<file path="src/uart_pkg.sv">
package uart_pkg;
   // Register byte offsets
   localparam logic [3:0] OFF_CTRL   = 4'h0;
   localparam logic [3:0] OFF_BUF    = 4'h4;
   localparam logic [3:0] OFF_PWR    = 4'h8;
   // Field positions
   localparam int         CTRL_RXF   = 0;
   localparam int         CTRL_TXF   = 1;
   localparam int         CTRL_RB8   = 2;
   localparam int         CTRL_REN   = 4;
   localparam int         CTRL_MPF   = 5;
   localparam int         CTRL_MODE  = 6;
   localparam int         PWR_DBL    = 7;
   // Reset values
   localparam logic [7:0] CTRL_RST   = 8'h00;
   localparam logic [7:0] PWR_RST    = 8'h00;
   // Machine cycle states S1..S6 as 0..5
   localparam logic [2:0] ST_S1      = 3'h0;
   localparam logic [2:0] ST_S2      = 3'h1;
   localparam logic [2:0] ST_S4      = 3'h3;
   localparam logic [2:0] ST_S5      = 3'h4;
   localparam logic [2:0] ST_S6      = 3'h5;
   // Divide-by-16 counter states
   localparam logic [3:0] SMP_FIRST  = 4'h7;
   localparam logic [3:0] SMP_LAST   = 4'h9;
   localparam logic [3:0] SMP_DONE   = 4'hA;
   localparam logic [3:0] DIV16_LAST = 4'hF;
   // Shift register patterns
   localparam logic [7:0] TX_LAST    = 8'h01;
   localparam logic [7:0] RX0_PRESET = 8'hFE;
   localparam logic [8:0] RX1_PRESET = 9'h1FF;
   // Bus answers
   localparam logic [1:0] RESP_OKAY  = 2'h0;
   localparam logic [1:0] RESP_DEC   = 2'h3;

   typedef enum logic [1:0] {
      MODE_SHIFT = 2'h0,
      MODE_UART8 = 2'h1,
      MODE_FIX   = 2'h2,
      MODE_VAR   = 2'h3
   } uart_mode_t;

   // Two of three samples decide
   function automatic logic maj3(input logic [2:0] s);
      maj3 = (s[0] & s[1]) | (s[1] & s[2]) | (s[0] & s[2]);
   endfunction

   // Left-shifted frames arrive first bit at the top
   function automatic logic [7:0] rev8(input logic [7:0] d);
      for (int i = 0; i < 8; i++) begin
         rev8[i] = d[7 - i];
      end
   endfunction
endpackage

</file>
<file path="src/uart_engine.sv">
`timescale 1ns/1ps
module uart_engine import uart_pkg::*; #(
   parameter int AW = 4                // Address width
) (
   input  wire logic          aclk,    // CPU clock
   input  wire logic          aresetn, // Sync reset, active low
   input  wire logic [AW-1:0] awaddr,  // Write address
   input  wire logic [2:0]    awprot,  // Unused
   input  wire logic          awvalid, // Write address valid
   output logic               awready, // Write address ready
   input  wire logic [31:0]   wdata,   // Write data
   input  wire logic [3:0]    wstrb,   // Byte enables
   input  wire logic          wvalid,  // Write data valid
   output logic               wready,  // Write data ready
   output logic [1:0]         bresp,   // Write response
   output logic               bvalid,  // Write response valid
   input  wire logic          bready,  // Write response ready
   input  wire logic [AW-1:0] araddr,  // Read address
   input  wire logic [2:0]    arprot,  // Unused
   input  wire logic          arvalid, // Read address valid
   output logic               arready, // Read address ready
   output logic [31:0]        rdata,   // Read data
   output logic [1:0]         rresp,   // Read response
   output logic               rvalid,  // Read data valid
   input  wire logic          rready,  // Read data ready
   input  wire logic          t1_ovf,  // Timer 1 overflow pulse
   input  wire logic          rxd_in,  // Data pin level
   output logic               rxd_out, // Data pin drive value
   output logic               rxd_oe,  // Data pin drive enable
   output logic               txd_out  // Transmit pin / shift clock
);
   typedef enum logic [4:0] {
      TX_IDLE  = 5'h01,
      TX_WAIT  = 5'h02,
      TX_START = 5'h04,
      TX_SEND  = 5'h08,
      TX_FIN   = 5'h10
   } tx_st_t;

   typedef enum logic [4:0] {
      RX_IDLE  = 5'h01,
      RX_ARM   = 5'h02,
      RX_SHIFT = 5'h04,
      RX_FIN   = 5'h08,
      RX_BITS  = 5'h10
   } rx_st_t;

   typedef struct packed {
      logic          awready;
      logic          wready;
      logic          bvalid;
      logic [1:0]    bresp;
      logic          aw_got;
      logic          w_got;
      logic [AW-1:0] waddr;
      logic [7:0]    wbyte;
      logic          wlane;
      logic          arready;
      logic          rvalid;
      logic [1:0]    rresp;
      logic [7:0]    rbyte;
      uart_mode_t    mode;
      logic          mpf;
      logic          ren;
      logic          rb8;
      logic          txf;
      logic          rxf;
      logic          dbl;
      logic [7:0]    rbuf;
      tx_st_t        tst;
      logic [8:0]    tsh;
      logic          tskip;
      rx_st_t        rst;
      logic [8:0]    rsh;
      logic [3:0]    rcnt;
      logic          rlast;
      logic          rsmp;
      logic          rxd_out;
      logic          rxd_oe;
      logic          txd_out;
   } st_t;

   st_t s_r;
   st_t s_nxt;

   logic [2:0] phase;
   logic       tick16;
   logic       tx_roll;
   logic       vote;
   logic       smp_en;

   // One-hot select {power, buffer, control}; zero when unmapped
   function automatic logic [2:0] dec(input logic [AW-1:0] a);
      dec = {a == AW'(OFF_PWR), a == AW'(OFF_BUF), a == AW'(OFF_CTRL)};
   endfunction

   uart_timebase u_tb (
      .aclk    (aclk),
      .aresetn (aresetn),
      .mode    (s_r.mode),
      .dbl     (s_r.dbl),
      .t1_ovf  (t1_ovf),
      .phase   (phase),
      .tick16  (tick16),
      .tx_roll (tx_roll)
   );

   // Three samples per bit time
   assign smp_en = (s_r.rst == RX_BITS) && tick16 &&
                   (s_r.rcnt >= SMP_FIRST) && (s_r.rcnt <= SMP_LAST);

   uart_vote u_vote (
      .aclk    (aclk),
      .aresetn (aresetn),
      .smp_en  (smp_en),
      .rxd     (rxd_in),
      .vote    (vote)
   );

   always_comb begin
      logic [2:0] sel;
      logic [8:0] nsh;
      logic       shift0;
      sel = '0;
      nsh = '0;
      shift0 = 1'b0;
      s_nxt = s_r;

      // Bus: address and data taken in either order
      if (awvalid && s_r.awready) begin
         s_nxt.aw_got = 1'b1;
         s_nxt.waddr = awaddr;
      end
      if (wvalid && s_r.wready) begin
         s_nxt.w_got = 1'b1;
         s_nxt.wbyte = wdata[7:0];
         s_nxt.wlane = wstrb[0];
      end
      if (bvalid && bready) begin
         s_nxt.bvalid = 1'b0;
      end
      // Register writes land before hardware sets, so sets win
      if (s_r.aw_got && s_r.w_got && !s_r.bvalid) begin
         sel = dec(s_r.waddr);
         s_nxt.aw_got = 1'b0;
         s_nxt.w_got = 1'b0;
         s_nxt.bvalid = 1'b1;
         s_nxt.bresp = (sel == 3'h0) ? RESP_DEC : RESP_OKAY;
         if (s_r.wlane && sel[0]) begin
            s_nxt.mode = uart_mode_t'(s_r.wbyte[CTRL_MODE +: 2]);
            s_nxt.mpf = s_r.wbyte[CTRL_MPF];
            s_nxt.ren = s_r.wbyte[CTRL_REN];
            s_nxt.rb8 = s_r.wbyte[CTRL_RB8];
            s_nxt.txf = s_r.wbyte[CTRL_TXF];
            s_nxt.rxf = s_r.wbyte[CTRL_RXF];
         end
         if (s_r.wlane && sel[1]) begin
            // Marker 1 above the byte; restarts any frame
            s_nxt.tsh = {1'b1, s_r.wbyte};
            s_nxt.tst = TX_WAIT;
            s_nxt.tskip = 1'b0;
         end
         if (s_r.wlane && sel[2]) begin
            s_nxt.dbl = s_r.wbyte[PWR_DBL];
         end
      end
      s_nxt.awready = !s_nxt.aw_got && !s_nxt.bvalid;
      s_nxt.wready = !s_nxt.w_got && !s_nxt.bvalid;

      // Reads see the receive holding register, not the transmitter
      if (rvalid && rready) begin
         s_nxt.rvalid = 1'b0;
      end
      if (arvalid && s_r.arready) begin
         sel = dec(araddr);
         s_nxt.rvalid = 1'b1;
         s_nxt.rresp = (sel == 3'h0) ? RESP_DEC : RESP_OKAY;
         s_nxt.rbyte = 8'h00;
         if (sel[0]) begin
            s_nxt.rbyte = {s_r.mode, s_r.mpf, s_r.ren, 1'b0,
                           s_r.rb8, s_r.txf, s_r.rxf};
         end
         if (sel[1]) begin
            s_nxt.rbyte = s_r.rbuf;
         end
         if (sel[2]) begin
            s_nxt.rbyte = {s_r.dbl, 7'h00};
         end
      end
      s_nxt.arready = !s_nxt.rvalid;

      // Transmitter
      unique case (s_r.tst)
         TX_IDLE: begin
            s_nxt.rxd_oe = 1'b0;
         end
         TX_WAIT: begin
            if (s_r.mode == MODE_SHIFT) begin
               // A full machine cycle passes before the gate opens
               if (phase == ST_S6) begin
                  s_nxt.tskip = 1'b1;
                  if (s_r.tskip) begin
                     s_nxt.tst = TX_SEND;
                     s_nxt.rxd_oe = 1'b1;
                     s_nxt.rxd_out = s_r.tsh[0];
                  end
               end
            end else if (tx_roll) begin
               // Bit times follow the counter, not the write
               s_nxt.tst = TX_START;
               s_nxt.txd_out = 1'b0;
            end
         end
         TX_START: begin
            if (tx_roll) begin
               s_nxt.tst = TX_SEND;
               s_nxt.txd_out = s_r.tsh[0];
            end
         end
         TX_SEND: begin
            if (s_r.mode == MODE_SHIFT) begin
               shift0 = (phase == ST_S6);
            end else if (tx_roll) begin
               if (s_r.tsh[8:1] == TX_LAST) begin
                  // Marker would be the stop bit; idle level shows it
                  s_nxt.tst = TX_IDLE;
                  s_nxt.txf = 1'b1;
                  s_nxt.txd_out = 1'b1;
               end else begin
                  s_nxt.tsh = {1'b0, s_r.tsh[8:1]};
                  s_nxt.txd_out = s_r.tsh[1];
               end
            end
         end
         TX_FIN: begin
            if (phase == ST_S1) begin
               s_nxt.tst = TX_IDLE;
               s_nxt.txf = 1'b1;
               s_nxt.rxd_oe = 1'b0;
            end
         end
         default: begin
            s_nxt.tst = TX_IDLE;
         end
      endcase
      if (shift0) begin
         s_nxt.tsh = {1'b0, s_r.tsh[8:1]};
         s_nxt.rxd_out = s_r.tsh[1];
         if (s_r.tsh[8:1] == TX_LAST) begin
            s_nxt.tst = TX_FIN;
         end
      end

      // Receiver; line level kept at every sample tick for edge hunting
      if (tick16) begin
         s_nxt.rlast = rxd_in;
      end
      if (phase == ST_S5) begin
         s_nxt.rsmp = rxd_in;
      end
      unique case (s_r.rst)
         RX_IDLE: begin
            if (s_r.mode == MODE_SHIFT) begin
               if (s_r.ren && !s_r.rxf) begin
                  s_nxt.rst = RX_ARM;
                  s_nxt.rcnt = 4'h0;
               end
            end else if (s_r.ren && tick16 && s_r.rlast && !rxd_in) begin
               s_nxt.rst = RX_BITS;
               s_nxt.rcnt = 4'h0;
               s_nxt.rsh = RX1_PRESET;
            end
         end
         RX_ARM: begin
            if (phase == ST_S6) begin
               s_nxt.rcnt = 4'h1;
               if (s_r.rcnt != 4'h0) begin
                  s_nxt.rsh = {1'b1, RX0_PRESET};
                  s_nxt.rst = RX_SHIFT;
               end
            end
         end
         RX_SHIFT: begin
            if (phase == ST_S6) begin
               nsh = {1'b1, s_r.rsh[6:0], s_r.rsmp};
               s_nxt.rsh = nsh;
               if (!s_r.rsh[7]) begin
                  s_nxt.rbuf = rev8(nsh[7:0]);
                  s_nxt.rst = RX_FIN;
               end
            end
         end
         RX_FIN: begin
            if (phase == ST_S1) begin
               s_nxt.rxf = 1'b1;
               s_nxt.rst = RX_IDLE;
            end
         end
         RX_BITS: begin
            if (tick16) begin
               s_nxt.rcnt = s_r.rcnt + 4'h1;
               if (s_r.rcnt == SMP_DONE) begin
                  nsh = {s_r.rsh[7:0], vote};
                  if (s_r.rsh == RX1_PRESET && vote) begin
                     s_nxt.rst = RX_IDLE;
                  end else if (!s_r.rsh[8]) begin
                     // Older byte is overwritten only via a clear flag
                     if (!s_r.rxf && (!s_r.mpf || vote)) begin
                        s_nxt.rbuf = rev8(nsh[8:1]);
                        s_nxt.rb8 = vote;
                        s_nxt.rxf = 1'b1;
                     end
                     s_nxt.rst = RX_IDLE;
                  end else begin
                     s_nxt.rsh = nsh;
                  end
               end
            end
         end
         default: begin
            s_nxt.rst = RX_IDLE;
         end
      endcase

      // Shift clock: low in S3..S5, computed a state early
      if (s_r.mode == MODE_SHIFT) begin
         s_nxt.txd_out = 1'b1;
         if (s_nxt.tst == TX_SEND || s_nxt.rst == RX_SHIFT) begin
            s_nxt.txd_out =
               !(phase >= ST_S2 && phase <= ST_S4);
         end
      end else if (s_r.tst == TX_IDLE || s_r.tst == TX_WAIT) begin
         if (s_nxt.tst != TX_START) begin
            s_nxt.txd_out = 1'b1;
         end
      end

      if (!aresetn) begin
         s_nxt = '0;
         s_nxt.mode = uart_mode_t'(CTRL_RST[CTRL_MODE +: 2]);
         s_nxt.dbl = PWR_RST[PWR_DBL];
         s_nxt.tst = TX_IDLE;
         s_nxt.rst = RX_IDLE;
         s_nxt.rlast = 1'b1;
         s_nxt.txd_out = 1'b1;
      end
   end

   always_ff @(posedge aclk) begin
      s_r <= s_nxt;
   end

   assign awready = s_r.awready;
   assign wready  = s_r.wready;
   assign bvalid  = s_r.bvalid;
   assign bresp   = s_r.bresp;
   assign arready = s_r.arready;
   assign rvalid  = s_r.rvalid;
   assign rresp   = s_r.rresp;
   assign rdata   = {24'h00_0000, s_r.rbyte};
   assign rxd_out = s_r.rxd_out;
   assign rxd_oe  = s_r.rxd_oe;
   assign txd_out = s_r.txd_out;
endmodule

</file>
<file path="src/uart_timebase.sv">
`timescale 1ns/1ps
module uart_timebase import uart_pkg::*; (
   input  wire logic       aclk,    // CPU clock
   input  wire logic       aresetn, // Sync reset, active low
   input  wire uart_mode_t mode,    // Serial mode
   input  wire logic       dbl,     // rate_double_bit
   input  wire logic       t1_ovf,  // Timer 1 overflow pulse
   output logic [2:0]      phase,   // Machine state, 0 is S1
   output logic            tick16,  // Sixteen times bit rate
   output logic            tx_roll  // Divide-by-16 rollover
);
   typedef struct packed {
      logic [2:0] st;
      logic       pre;
      logic [3:0] div;
      logic       tick;
      logic       roll;
   } tb_t;

   tb_t s_r;
   tb_t s_nxt;

   // One CPU clock per state, six states per machine cycle
   always_comb begin
      s_nxt = s_r;
      s_nxt.tick = 1'b0;
      s_nxt.roll = 1'b0;
      s_nxt.st = (s_r.st == ST_S6) ? ST_S1 : s_r.st + 3'h1;
      // Halving prescaler dropped when doubled
      if (mode == MODE_FIX || (mode != MODE_SHIFT && t1_ovf)) begin
         s_nxt.pre = ~s_r.pre;
         s_nxt.tick = dbl | s_r.pre;
      end
      if (s_nxt.tick) begin
         s_nxt.div = s_r.div + 4'h1;
         s_nxt.roll = (s_r.div == DIV16_LAST);
      end
      if (!aresetn) begin
         s_nxt = '0;
      end
   end

   always_ff @(posedge aclk) begin
      s_r <= s_nxt;
   end

   assign phase   = s_r.st;
   assign tick16  = s_r.tick;
   assign tx_roll = s_r.roll;
endmodule

</file>
<file path="src/uart_vote.sv">
`timescale 1ns/1ps
module uart_vote import uart_pkg::*; (
   input  wire logic aclk,    // CPU clock
   input  wire logic aresetn, // Sync reset, active low
   input  wire logic smp_en,  // Take one sample
   input  wire logic rxd,     // Line level
   output logic      vote     // Majority of last three
);
   typedef struct packed {
      logic [2:0] smp;
   } vt_t;

   vt_t s_r;
   vt_t s_nxt;

   // Keeps the last three samples only
   always_comb begin
      s_nxt = s_r;
      if (smp_en) begin
         s_nxt.smp = {s_r.smp[1:0], rxd};
      end
      if (!aresetn) begin
         s_nxt = '0;
      end
   end

   always_ff @(posedge aclk) begin
      s_r <= s_nxt;
   end

   assign vote = maj3(s_r.smp);
endmodule

</file>
<file path="config.mk">
export PLATFORM = sky130hd
export DESIGN_NAME = uart_engine
export DESIGN_NICKNAME = d
export VERILOG_FILES = /design/src/uart_pkg.sv /design/src/uart_engine.sv /design/src/uart_timebase.sv /design/src/uart_vote.sv
export SDC_FILE = /design/constraint.sdc
export NUM_CORES = 1
export LEC_CHECK = 0
export BUFFER_PORTS_ARGS = -buffer_cell sky130_fd_sc_hd__buf_2
export CORE_MARGIN = 2
export CORE_UTILIZATION = 43
export DETAILED_ROUTE_END_ITERATION = 10
export GPL_TIMING_DRIVEN = 0
export PLACE_DENSITY = 0.73
export SLEW_MARGIN = 0
export SYNTH_ARGS = -nofsm -noshare
export SYNTH_HDL_FRONTEND = slang
export SYNTH_SLANG_ARGS = --single-unit
</file>
<file path="constraint.sdc">
create_clock -name aclk -period 2 [get_ports aclk]
set_clock_uncertainty 0.15 [all_clocks]
set_input_delay 0.2 -clock aclk [delete_from_list [all_inputs] [get_ports aclk]]
set_output_delay 0.2 -clock aclk [all_outputs]
set_load 0.05 [all_outputs]
</file>
Yosys cells after proc, flatten, opt, wreduce, memory -nomap -nowiden
Cells that the tools add are included.
{"block": "totals", "ff_bits": 99, "latch_bits": 0, "ram_bits": 0, "mem_bits_ro": 0, "input_bits": 59, "word_cells": 258, "n_memories": 0}
{"block": "op_classes", "addsub": 3, "n_mul": 0, "div_mod_pow": 0, "order_cmp": 4, "n_eq_ne": 42, "shift": 0, "mux": 98, "bitwise": 8, "n_reduce_logical": 63}
{"cell": "$mux 14", "count": 6}
{"cell": "$mux 8", "count": 10}
{"cell": "$mux 5", "count": 15}
{"cell": "$mux 18", "count": 3}
{"cell": "$pmux 5 s5", "count": 2}
{"cell": "$mux 9", "count": 5}
{"cell": "$mux 1", "count": 38}
{"cell": "$pmux 9 s4", "count": 1}
{"cell": "$mux 15", "count": 2}
{"cell": "$ne 2x2->1 const B", "count": 13}
{"cell": "$logic_and 1x1->1", "count": 23}
{"cell": "$eq 4x4->1 const B", "count": 4}
{"cell": "$pmux 8 s2", "count": 1}
{"cell": "$eq 5x3->1 const B", "count": 3}
{"cell": "$eq 5x4->1 const B", "count": 3}
{"cell": "$mux 4", "count": 3}
{"cell": "$pmux 4 s3", "count": 1}
{"cell": "$reduce_bool 2->1", "count": 6}
{"cell": "$mux 11", "count": 1}
{"cell": "$eq 5x1->1 const B", "count": 2}
{"cell": "$eq 5x2->1 const B", "count": 2}
{"cell": "$eq 5x5->1 const B", "count": 2}
{"cell": "$mux 2", "count": 5}
{"cell": "$reduce_and 10->1", "count": 1}
{"cell": "33 further kinds", "count": 66}

Depth between registers and ports, before layout
{"block": "logic_depth", "depth_word": 14, "ltp_mapped": 9}

Modules after synthesis
A second synthesis with hierarchy kept.
{"block": "hier_totals", "hier_cells": 609, "hier_area_um2": 5103.6}
{"mod": "uart_engine", "instances": 1, "cells_each": 554, "area_per_inst_um2": 4555.6, "seq_area_each_um2": 1681.6}
{"mod": "uart_timebase", "instances": 1, "cells_each": 45, "area_per_inst_um2": 429.2, "seq_area_each_um2": 200.2}
{"mod": "uart_vote", "instances": 1, "cells_each": 10, "area_per_inst_um2": 118.9, "seq_area_each_um2": 60.1}

Least setup slack after synthesis
No wires, ideal clock.
{"block": "synth_path", "kind": "reg-to-reg", "start": "register s_r (netlist bit bvalid)", "end": "register s_r[30] (netlist bit)", "arrival_ns": 1.963, "required_time_ns": 1.722, "setup_slack_ns": -0.240, "path_stages_with_launch": 7, "period_less_slack_ns": 2.240, "cell_sequence": "dfxtp_1 -> and3b_1 -> nand4_1 -> clkbuf_1 -> mux2_1 -> a22oi_1 -> nor2_1"}
{"block": "synth_via", "elab_chain_cells": 8}
{"element": "from (decl)", "line_no": "uart_engine.sv:83", "text": "st_t s_r;"}
{"element": "from (signal assigned)", "line_no": "uart_engine.sv:350", "text": "s_r <= s_nxt;"}
{"element": "$logic_not 1->1 (*)", "line_no": "uart_engine.sv:143", "text": "if (s_r.aw_got && s_r.w_got && !s_r.bvalid) begin"}
{"element": "$logic_and 1x1->1 (*)", "line_no": "uart_engine.sv:143"}
{"element": "$mux 15 (*)", "line_no": "uart_engine.sv:143"}
{"element": "$mux 9", "line_no": "uart_engine.sv:224", "text": "if (s_r.tsh[8:1] == TX_LAST) begin"}
{"element": "$mux 14", "line_no": "uart_engine.sv:223", "text": "end else if (tx_roll) begin"}
{"element": "$mux 14", "line_no": "uart_engine.sv:221", "text": "if (s_r.mode == MODE_SHIFT) begin"}
{"element": "$mux 9 (*)", "line_no": "uart_engine.sv:193", "text": "unique case (s_r.tst)"}
{"element": "$mux 14 (*)", "line_no": "uart_engine.sv:246", "text": "if (shift0) begin"}
Every way passes the cells marked *; elsewhere a longest branch is shown, timed or not.
A chain may end at the register's enable or synchronous reset.

Final worst setup path
{"block": "layout_path", "start": "register s_r[5] (netlist bit)", "end": "register s_r[14] (netlist bit)"}
{"block": "layout_via", "elab_chain_cells": 3}
{"element": "$eq 4x4->1 / $reduce_bool 4->1 (equally long branches)", "line_no": "uart_engine.sv:302, uart_engine.sv:277"}
{"element": "$ne 2x1->1 (no line) / $ne 2x2->1 (equally long branches)"}
{"element": "$reduce_and 10->1 (no line) (*)"}
Marked as above.

==> impl_metrics.csv <==
group,metric,value,unit
status,status,"finished with violations",
status,violations,"negative setup slack",
setup_path,path_class,"register to register",
setup_path,crit_fanout,8,
timing,whs,0.00648,ns
setup_path,cp.required,2.06,ns
setup_path,r2r_cells,7,
setup_path,reg2reg_slack,-0.09,ns
yosys,ys_ff_latch,97,
placed_design,port_buffers,43,
yosys,async_flop_share,0,
timing,worst_slack,-0.0860,ns
timing,post-route-min-period,2.09,ns
setup_path,crit_start,"s_r[5]$_SDFFE_PN0P_",
floorplanning,die_y,113,µm
global_routing,grt_pass1_vias,4620,
global_routing,grt_overflow,0,
timing,slew_violations,0,
timing,finalCritPeriodShare,1.04,
floorplanning,rows,39,
final_layout,drive_gt1_frac,0.281,
clock_network,cts_buffer_depth,2,
run,max-cap-violations,0,
clock_network,cts_tree,"built",
timing,maxSlewHeadroom,0.556,
global_routing,grt_max_degree,20,
floorplanning,core_area,0.0115,mm²
routing,drc_errors,0,
timing,finalSetupViolCount,10,
routing,wire_per_inst,16.1,µm
final_layout,areaGrowthSynthToFinish,32.3,%
routing,final_antenna_net_count,0,
pwr,power_density,630,mW/mm²
final_layout,fillers,936,
clock_network,cts_buffers,9,
timing,hold_viol,0,
yosys,synth_cell_types,74,
pwr,peakVddDrop,0.422,mV
placed_design,place_congestion,0.902,
placed_design,dp_slack,-0.328,ns
placed_design,place_hpwl,9.48,mm
pwr,p_leak,2.69,nW
clock_network,cts.htree.levels,3,
floorplanning,start_util,0.443,
final_layout,final_common_cell,"dfxtp_1",
worst_hold_path,hold_class,"input pin to register",
global_routing,antenna_found_initial,0,
final_layout,stdcell_area,0.00672,mm²
yosys,yosysTopAreaCell,"dfxtp_1",
setup_path,cp-start-kind,"register",
setup_path,end_kind,"register",
setup_path,crit_path_end,"s_r[14]$_SDFFE_PN0P_",
pwr,p_total,4.23,mW
routing,drt_iter0_drc,229,
timing,rsz0062_at_grt,"yes",
setup_path,reg2reg_from,"s_r[5]$_SDFFE_PN0P_",
yosys,ys_seq_area_frac,0.382,
yosys,postSynthCellCount,611,
yosys,yosysWarnings,0,
floorplanning,dieArea,0.0127,mm²
timing,fmax,479,MHz
yosys,ys_top_cells_by_area,"dfxtp_1, nand2_1, buf_4, mux2i_1, nor2_1",
final_layout,diodes,0,
placed_design,placed_area,0.00556,mm²
setup_path,crit_arrival,2.14,ns
global_routing,grt_pass1_wl,22.2,mm
yosys,synth_area,0.00508,mm²
yosys,yosys_most_used_dff,"dfxtp_1",
clock_network,clockRootBuffer,"clkbuf_16",
clock_network,clock_sinks,97,
yosys,synth_top_area_share,0.382,
routing,via_per_inst,5.61,
yosys,syn_area_per_cell,8.31,µm²
routing,vias,4909,
routing,routed_wl,14.1,mm
routing,first_pass_iters,4,
floorplanning,die_x,113,µm
clock_network,clkTransAtPathRegs,0.07,ns
final_layout,nNetsFinal,795,
floorplanning,io_pins,103,
timing,worst_slew_pin_slew,0.666,ns
setup_path,r2r-end,"s_r[14]$_SDFFE_PN0P_",
global_routing,track_usage,0.213,
final_layout,final_cell_mix,"dfxtp_1, nand2_1, nor2_1",
yosys,synth-edff-count,0,
clock_network,clock_latency,0.34,ns
layout make-up:
class	instances	area [µm²]	area share
Buffer	61	395	0.0588
Clock buffer	9	225	0.0335
Clock inverter	7	93.8	0.0140
Inverter	11	48.8	0.00726
Multi-Input combinational cell	462	3200	0.476
Sequential cell	97	1960	0.292
Tap cell	143	179	0.0266
Timing Repair Buffer	85	616	0.0916
where the power goes:
group	internal [mW]	leakage, nW	switching [mW]	total [mW]
Clock	1.01	0.153	0.818	1.83
Sequential	1.96	0.789	0.0345	1.99
Combinational	0.135	1.75	0.280	0.415
registers in the layout, indices dropped and copies added (netlist names), 3 cells and up:
name        cells
rdata           8
u_vote.s_r      3
u_tb.s_r        5
u_tb.phase      3
s_r            66
through the flow:
stage | cells | utilization | TNS (ns)
floorplan | 634 | - | 0
global placement | 820 | 0.485 | -3.61
detailed placement | 820 | 0.485 | -4.66
CTS | 859 | 0.554 | -0.433
global route | 875 | 0.586 | -1.31
finish | 875 | 0.586 | -0.440
worst min-delay path by stage:
| stage | from | end | slack, ns | depth (start not counted) |
|---|---|---|---|---|
| finish | rxd_in | s_r[4]$_SDFFE_PN1P_ | 0.006 | 3 |
| global route | rxd_in | s_r[4]$_SDFFE_PN1P_ | 0.01 | 3 |
| CTS | rxd_in | s_r[4]$_SDFFE_PN1P_ | 0.004 | 3 |
| detailed placement | wdata[4] | s_r[71]$_SDFFE_PN0P_ | 0.30 | 3 |
| global placement | wdata[2] | s_r[69]$_SDFFE_PN0P_ | 0.29 | 3 |
| floorplan | rxd_in | s_r[4]$_SDFFE_PN1P_ | 0.18 | 2 |
synth_stat cells, types with 9 or more instances:
cell      count
dfxtp_1      97
nand2_1      75
nor2_1       64
a21oi_1      47
buf_4        36
nor3_1       26
mux2i_1      25
clkbuf_1     21
nand3_1      18
nor2b_1      12
a311oi_1     10
inv_1        10
o21ai_0      10
ha_1          9
nand4_1       9
o21ai_1       9
critical path, stage by stage, from the launching register on:
cell and delay (ns):
dfxtp_4 0.37, inv_4 0.08, ha_4 0.12, or3b_4 0.40
nand4_1 0.20, nand2_4 0.19, a2111oi_4 0.34, nor3_2 0.08
routing by layer:
| layer | GRT usage | part of all wire | vias up |
|---|---|---|---|
| met5 | 0 | 0 | - |
| met3 | 0.0427 | 0.057 | 30 |
| met1 | 0.259 | 0.41 | 2329 |
| li1 | - | - | 2377 |
| met2 | 0.375 | 0.51 | 173 |
| met4 | 0.0748 | 0.020 | 0 |
repair_timing:
item                                   in CTS  in global routing
pin swaps                                   8                 35
buffers inserted                            9                 18
hold buffers                               15                  0
gates resized for setup                    59                 59
setup endpoints to repair                  34                 36
cloned                                      0                  0
endpoints found under the hold margin      15                  0
logic make-up (layout without fill, tap and decap cells):
family | after synthesis | count (layout) | share of synthesized area
XOR/XNOR | 6 | 6 | 0.0103
AO/OA/AOI/OAI | 132 | 132 | 0.175
other | 1 | 24 | 0.000738
adder cells (fa/ha/maj) | 10 | 10 | 0.0241
flip-flops | 97 | 97 | 0.382
multiplexers | 30 | 30 | 0.0611
buffers and inverters | 75 | 173 | 0.0847
AND/OR/NAND/NOR | 260 | 260 | 0.262
(Power assumes the default switching activity.)
